**src/hw/xpbs_pkg.sv**
```systemverilog
// Constants for the receive bypass, clock-down and soft-reset register bank
package xpbs_pkg;
  localparam logic [15:0] XPBS_ADDR_BYPASS = 16'h801E;
  localparam logic [15:0] XPBS_ADDR_CLKDOWN = 16'h801F;
  localparam logic [15:0] XPBS_ADDR_SRESET = 16'h8020;
  localparam logic [15:0] XPBS_ADDR_PATTERN = 16'h8021;
  localparam logic [15:0] XPBS_BYPASS_RESET = 16'h0000;
  localparam logic [15:0] XPBS_BYPASS_MASK = 16'hCF88;
  localparam int XPBS_BIT_CLOCK_COMP = 15;
  localparam int XPBS_BIT_GAP_CHECK = 14;
  localparam int XPBS_BIT_DEC_LO = 8;
  localparam int XPBS_BIT_SEQ_IPG = 7;
  localparam int XPBS_BIT_ALIGN = 3;
  localparam int XPBS_BIT_TX_RST = 15;
  localparam int XPBS_BIT_RX_RST = 14;
  localparam int XPBS_BIT_MUX_RST = 13;
  localparam int XPBS_BIT_SYNC = 15;
  localparam logic [7:0] XPBS_FLAGS_RESET = 8'h00;
  localparam logic [7:0] XPBS_STALL_CYCLES = 8'hFF;
endpackage : xpbs_pkg

```
**src/hw/xpbs_regs.sv**
```systemverilog
// Receive bypass, clock-down, soft-reset and pattern-sync register bank
`timescale 1ns/1ps

// Overview of operation
// Clock compensation skip bit passes receive data
// Gap checker skip leaves codes, skips checks
// Four decoder skip bits, lane 3 highest
// Bit 7 counts sequence columns in gap
// Lane alignment skip bit disables deskew
// Latch flag when 312.5 MHz clock stalls
// Latch flag when 156 MHz clock stalls
// Transmit soft reset self-clears, keeps registers
// Receive soft reset self-clears, keeps registers
// Mux soft reset self-clears, keeps registers
// Sync flag reports test pattern preamble recovered
// Clock flags hold until read, then clear; a flag whose clock is still stalled stays set
// Undefined bits read zero, ignore writes
module xpbs_regs import xpbs_pkg::*; (
  input wire logic clk_in,
  input wire logic rst_in,
  input wire logic [15:0] reg_addr_in,
  input wire logic [15:0] reg_wdata_in,
  input wire logic reg_wr_in,
  input wire logic reg_rd_in,
  output logic [15:0] reg_rdata_out,
  output logic reg_rvalid_out,
  input wire logic [3:0] tx_clk312_toggle_in,
  input wire logic [3:0] tx_clk156_toggle_in,
  input wire logic pattern_sync_in,
  output logic rx_clock_comp_skip_out,
  output logic gap_checker_skip_out,
  output logic [3:0] decoder_skip_out,
  output logic seq_in_gap_out,
  output logic align_skip_out,
  output logic tx_path_reset_out,
  output logic rx_path_reset_out,
  output logic retimer_mux_reset_out
);

  typedef struct packed {
    logic [15:0] bypass;
    logic [7:0] flags;
    logic [7:0] act_prev;
    logic [7:0][7:0] idle_cnt;
    logic [2:0] rst_pulse;
    logic [15:0] rdata;
    logic rvalid;
  } xpbs_state_t;

  xpbs_state_t st_ff;
  xpbs_state_t nxt_st;
  logic [7:0] act;
  logic [7:0] stalled;
  logic wr_bypass;
  logic wr_reset;
  logic rd_flags;

  assign act = {tx_clk312_toggle_in, tx_clk156_toggle_in};
  assign wr_bypass = reg_wr_in && (reg_addr_in == XPBS_ADDR_BYPASS);
  assign wr_reset = reg_wr_in && (reg_addr_in == XPBS_ADDR_SRESET);
  assign rd_flags = reg_rd_in && (reg_addr_in == XPBS_ADDR_CLKDOWN);

  always_comb begin
    nxt_st = st_ff;
    // undefined bits dropped
    if (wr_bypass) begin
      nxt_st.bypass = reg_wdata_in & XPBS_BYPASS_MASK;
    end
    // one-cycle pulses
    nxt_st.rst_pulse = 3'h0;
    if (wr_reset) begin
      nxt_st.rst_pulse = reg_wdata_in[XPBS_BIT_TX_RST:XPBS_BIT_MUX_RST];
    end
    // stall counters per clock
    for (int i = 0; i < 8; i++) begin
      nxt_st.act_prev[i] = act[i];
      if (act[i] != st_ff.act_prev[i]) begin
        nxt_st.idle_cnt[i] = 8'h00;
      end else if (st_ff.idle_cnt[i] != XPBS_STALL_CYCLES) begin
        nxt_st.idle_cnt[i] = st_ff.idle_cnt[i] + 8'h01;
      end
      stalled[i] = (st_ff.idle_cnt[i] == XPBS_STALL_CYCLES);
    end
    // clear on read, set wins
    nxt_st.flags = (rd_flags ? 8'h00 : st_ff.flags) | stalled;
    nxt_st.rvalid = reg_rd_in;
    nxt_st.rdata = 16'h0000;
    if (reg_rd_in) begin
      unique case (reg_addr_in)
        XPBS_ADDR_BYPASS: nxt_st.rdata = st_ff.bypass;
        XPBS_ADDR_CLKDOWN: nxt_st.rdata = {8'h00, st_ff.flags};
        XPBS_ADDR_SRESET: nxt_st.rdata = {st_ff.rst_pulse, 13'h0000};
        // sync flag readback
        XPBS_ADDR_PATTERN: nxt_st.rdata = {pattern_sync_in, 15'h0000};
        default: nxt_st.rdata = 16'h0000;
      endcase
    end
  end

  always_ff @(posedge clk_in or posedge rst_in) begin
    if (rst_in) begin
      st_ff <= '0;
    end else begin
      st_ff <= nxt_st;
    end
  end

  assign reg_rdata_out = st_ff.rdata;
  assign reg_rvalid_out = st_ff.rvalid;
  // clock compensation skip
  assign rx_clock_comp_skip_out = st_ff.bypass[XPBS_BIT_CLOCK_COMP];
  // gap checker skip
  assign gap_checker_skip_out = st_ff.bypass[XPBS_BIT_GAP_CHECK];
  // per-lane decoder skip
  assign decoder_skip_out = st_ff.bypass[XPBS_BIT_DEC_LO +: 4];
  // sequence in gap
  assign seq_in_gap_out = st_ff.bypass[XPBS_BIT_SEQ_IPG];
  // lane alignment skip
  assign align_skip_out = st_ff.bypass[XPBS_BIT_ALIGN];
  // transmit reset pulse
  assign tx_path_reset_out = st_ff.rst_pulse[2];
  // receive reset pulse
  assign rx_path_reset_out = st_ff.rst_pulse[1];
  // mux reset pulse
  assign retimer_mux_reset_out = st_ff.rst_pulse[0];
endmodule : xpbs_regs

```
**config.mk**
```make
export PLATFORM = sky130hd
export DESIGN_NAME = xpbs_regs
export DESIGN_NICKNAME = d
export VERILOG_FILES = /design/src/hw/xpbs_pkg.sv /design/src/hw/xpbs_regs.sv
export SDC_FILE = /design/constraint.sdc
export NUM_CORES = 1
export LEC_CHECK = 0
export ABC_CLOCK_PERIOD_IN_PS = 8800
export BUFFER_PORTS_ARGS = -buffer_cell sky130_fd_sc_hd__clkbuf_2
export CAP_MARGIN = 25
export CELL_PAD_IN_SITES_DETAIL_PLACEMENT = 1
export CELL_PAD_IN_SITES_GLOBAL_PLACEMENT = 1
export CORE_MARGIN = 5
export CORE_UTILIZATION = 45
export CTS_CLUSTER_SIZE = 40
export DETAILED_ROUTE_END_ITERATION = 7
export PLACE_DENSITY_LB_ADDON = 0.2
export SYNTH_ARGS = -nofsm -noshare
export SYNTH_HDL_FRONTEND = slang
export SYNTH_SLANG_ARGS = --single-unit
export TNS_END_PERCENT = 1
```
**constraint.sdc**
```tcl
create_clock -name clk_in -period 8.8 [get_ports clk_in]
set_input_delay 0.88 -clock clk_in [delete_from_list [all_inputs] [get_ports clk_in]]
set_output_delay 0.88 -clock clk_in [all_outputs]
set_load 0.03 [all_outputs]
```
==> impl_metrics.toml <==
[status]
run_status = "finished, final reports clean"

[cts]
tritoncts.num_buffers = 9
clkLatencyLatePin_ps = 380
postCtsSetupBuffers = 0
clock_tree.buffer_depth = 2
tritoncts = "done"
cts_num_sinks = 107
postCtsResizedCells = 0
number_of_hold_buffers_added_after_cts = 0
cts-root-buf = "sky130_fd_sc_hd__clkbuf_8"
path_clk_slew_ps = 90
cts_htree_levels = 3

[power]
power.internal_w = 0.000713
power.combinational.fraction = 0.081
cellLeakagePower_nw = 2.57
p_seq_frac = 0.567
p_sw_w = 0.000224
vdd.ir_drop.worst_mv = 0.126
power.density_cell_area_nw_per_um2 = 172
switching_share = 0.239
p_clk_frac = 0.352

[setup_path]
cp_cell_sequence = "clkbuf_2, nor4_4, nand4_1, nor2_4, mux2_2"
timing.critical_path.to_type = "flip-flop"
rr_worst_depth = 5
setup.worst_path.start_class = "input port"
maximum_cell_stage_delay_along_the_critical_path_ps = 410
criticalPathCategory = "input port to flip-flop"
launch_point_of_the_worst_reg_to_reg_path = "st_ff[52]"
cp_data_arrival_time_ps = 2390
worst_r2r_endpoint = "st_ff[55]"
crit_path_top_delay_cell = "sky130_fd_sc_hd__nor4_4"
maximum_fanout_along_the_worst_path = 8
r2r_slack_ps = 7080
critPathRequiredTime_ps = 9070

[synth]
area_share_of_the_leading_cell_type_in_the_synthesized_netlist = 0.548
synth_sequential_area_ratio = 0.548
syn-num-nets = 505
synthTopCellsByCount = "sky130_fd_sc_hd__dfrtp_1, sky130_fd_sc_hd__nor2_1, sky130_fd_sc_hd__xor2_1"
post_synth_main_area_contributors = "sky130_fd_sc_hd__dfrtp_1, sky130_fd_sc_hd__nor2_1, sky130_fd_sc_hd__xor2_1, sky130_fd_sc_hd__buf_4, sky130_fd_sc_hd__nor3_1"
post_synth_inst_count = 452
dominant_combinational_cell_family_by_area_after_synthesis = "simple AND/OR/NAND/NOR gates"
post-synth-top-count-cell = "sky130_fd_sc_hd__dfrtp_1"
synth.largest_area_cell = "sky130_fd_sc_hd__dfrtp_1"
synthSimpleGateAreaFrac = 0.216
ys.flop_type = "sky130_fd_sc_hd__dfrtp_1"
post_synth_num_cell_types = 51
synth_compound_area_frac = 0.0883
synth_mux_area_frac = 0.0389
mappedNetlistArea_um2 = 4890
avgSynthCellArea_um2 = 10.8
yosysWarnings = 0
synthArstFlopShare = 1.00
synth_edf_count = 0
ys_seq_elements = 107
synth-adder-area-share = 0.0205
post_synth_xor_area_fraction = 0.0520

[sta]
timing.setup.tns_ps = 0
period_minus_slack_ps = 2120
timing_max_transition_violations_final = 0
timing.final.crit_share = 0.241
fin_worst_skew_ps = 8.25
hold_viol = 0
max_slew.worst_pin.slew_ps = 747
setup_viol_count_final = 0
slew-limit-headroom = 0.502
max_freq_mhz = 472
rsz0062_at_grt = "no"

[place]
io_buffers = 64
detailed_place_hpwl_um = 7630
globalplace.congestion = 0.789
placed_area_um2 = 5240

[global_routing]
first_global_vias = 3740
grtUsageTotal = 0.172
antenna_violations_before_repair = 0
grt_first_pass_wirelength_um = 18000
grt_remaining_overflow = 0
grt_max_degree = 62

[die]
dieHeight_um = 114
io_pins = 73
core_area_um2 = 10700
effective_utilization_at_floorplan = 0.455
die_w_um = 114
core.rowCount = 38
fp.dieArea_um2 = 13000

[hold_path]
holdPathEnd = "st_ff[98]"
timing.hold.worst.start = "st_ff[98]"
whs_path_depth = 1
hold_class = "flip-flop to flip-flop"

[layout]
sequential_cell_area_um2 = 2680
post-route-util = 0.507
syn2layout_area_growth_pct = 11.5
num_antenna_cells = 0
postLayoutCellArea_um2 = 5450
num-fill-cells = 1234
nNetsFinal = 559
final_layout_size_suffix_gt1_frac = 0.194
area_taken_by_multi_input_logic_gates_um2 = 2030

[route]
drt_iter0_markers = 149
route.antenna.remaining_nets = 0
post_drt_via_cell_ratio = 5.39
remaining_drc_errors = 0
wl_per_cell_um = 16.0
firstDrtPassIters = 4
routed-via-count = 3496
finalWirelength_um = 10400

[flow_run]
max-cap-violations = 0
state kept, by name, indices dropped and copies added, names as in the netlist:
signal / flops
st_ff: 80
reg_rdata_out: 15
seq_in_gap_out: 1
rx_clock_comp_skip_out: 1
align_skip_out: 1
tx_path_reset_out: 1
retimer_mux_reset_out: 1
gap_checker_skip_out: 1
rx_path_reset_out: 1
reg_rvalid_out: 1
decoder_skip_out: 4
critical path, delay by kind of cell:
family | cells | cell delay, ps
simple gates | 3 | 1020
mux | 1 | 380
buf+inv | 1 | 100
routing by layer:
metal  share of wire  global-route usage  vias to the layer above
li1                -                   -                     1690
met4           0.023              0.0602                        0
met1            0.44               0.213                     1728
met2            0.48               0.279                       61
met3           0.054              0.0618                       17
met5               0                   0                        -
power by group through the flow:
stage	clock [W]	sequential (W)	combinational, W
4_1_cts	0.000344	0.000531	0.0000789
3_3_place_gp	0	0.000539	0.0000734
6_report	0.000330	0.000531	0.0000761
5_1_grt	0.000364	0.000534	0.0000890
3_5_place_dp	0	0.000541	0.0000784
2_1_floorplan	0	0.000536	0.0000510
cell type report:
type | count | share of cell area
clock buffer | 12 | 0.0285
timing repair buffer | 65 | 0.0601
inverter | 5 | 0.00390
sequential | 107 | 0.491
tap | 140 | 0.0321
multi-input combinational | 318 | 0.373
clock inverter | 2 | 0.0110
worst max path at each step:
stage	startpoint	end	slack [ps]	cells after the start
2_1_floorplan	rst_in	align_skip_out	5100	1
3_3_place_gp	reg_addr_in[11]	decoder_skip_out[3]	6290	5
3_5_place_dp	reg_addr_in[11]	align_skip_out	6280	5
4_1_cts	reg_addr_in[11]	rx_clock_comp_skip_out	6700	5
5_1_grt	reg_addr_in[11]	rx_clock_comp_skip_out	6620	5
6_report	reg_addr_in[7]	rx_clock_comp_skip_out	6680	5
cell usage in the layout (no fill, tap or decap), drive strengths merged, types with 4 or more instances in the layout:
cell type	netlist	layout
a211oi	9	9
a21o	8	8
a21oi	4	4
a31oi	16	16
and2	14	14
and3	10	10
clkbuf	1	76
dfrtp	107	107
ha	8	8
inv	5	5
mux2	8	8
mux2i	10	10
nand2	24	24
nand3	19	19
nand4	7	7
nor2	71	71
nor2b	4	4
nor3	24	24
nor3b	4	4
nor4	5	5
o2111ai	4	4
o21ai	13	13
xor2	26	26
cells by family after synthesis:
| logic type | Yosys count |
|---|---|
| fa+ha+maj | 8 |
| xor+xnor | 29 |
| mux | 18 |
| simple gates | 198 |
| other cells | 1 |
| flops | 107 |
| buf+inv | 27 |
| compound gates | 64 |
metrics by stage:
stage / std cells / hold WS (ps) / power (W) / setup WS, ps
global placement: 635 / 450 / 0.000612 / 6290
detailed placement: 635 / 458 / 0.000619 / 6280
global route: 649 / 493 / 0.000987 / 6620
floorplan: 452 / 441 / 0.000587 / 5100
finish: 649 / 474 / 0.000938 / 6680
CTS: 649 / 480 / 0.000954 / 6700
(Power assumes the default switching activity.)
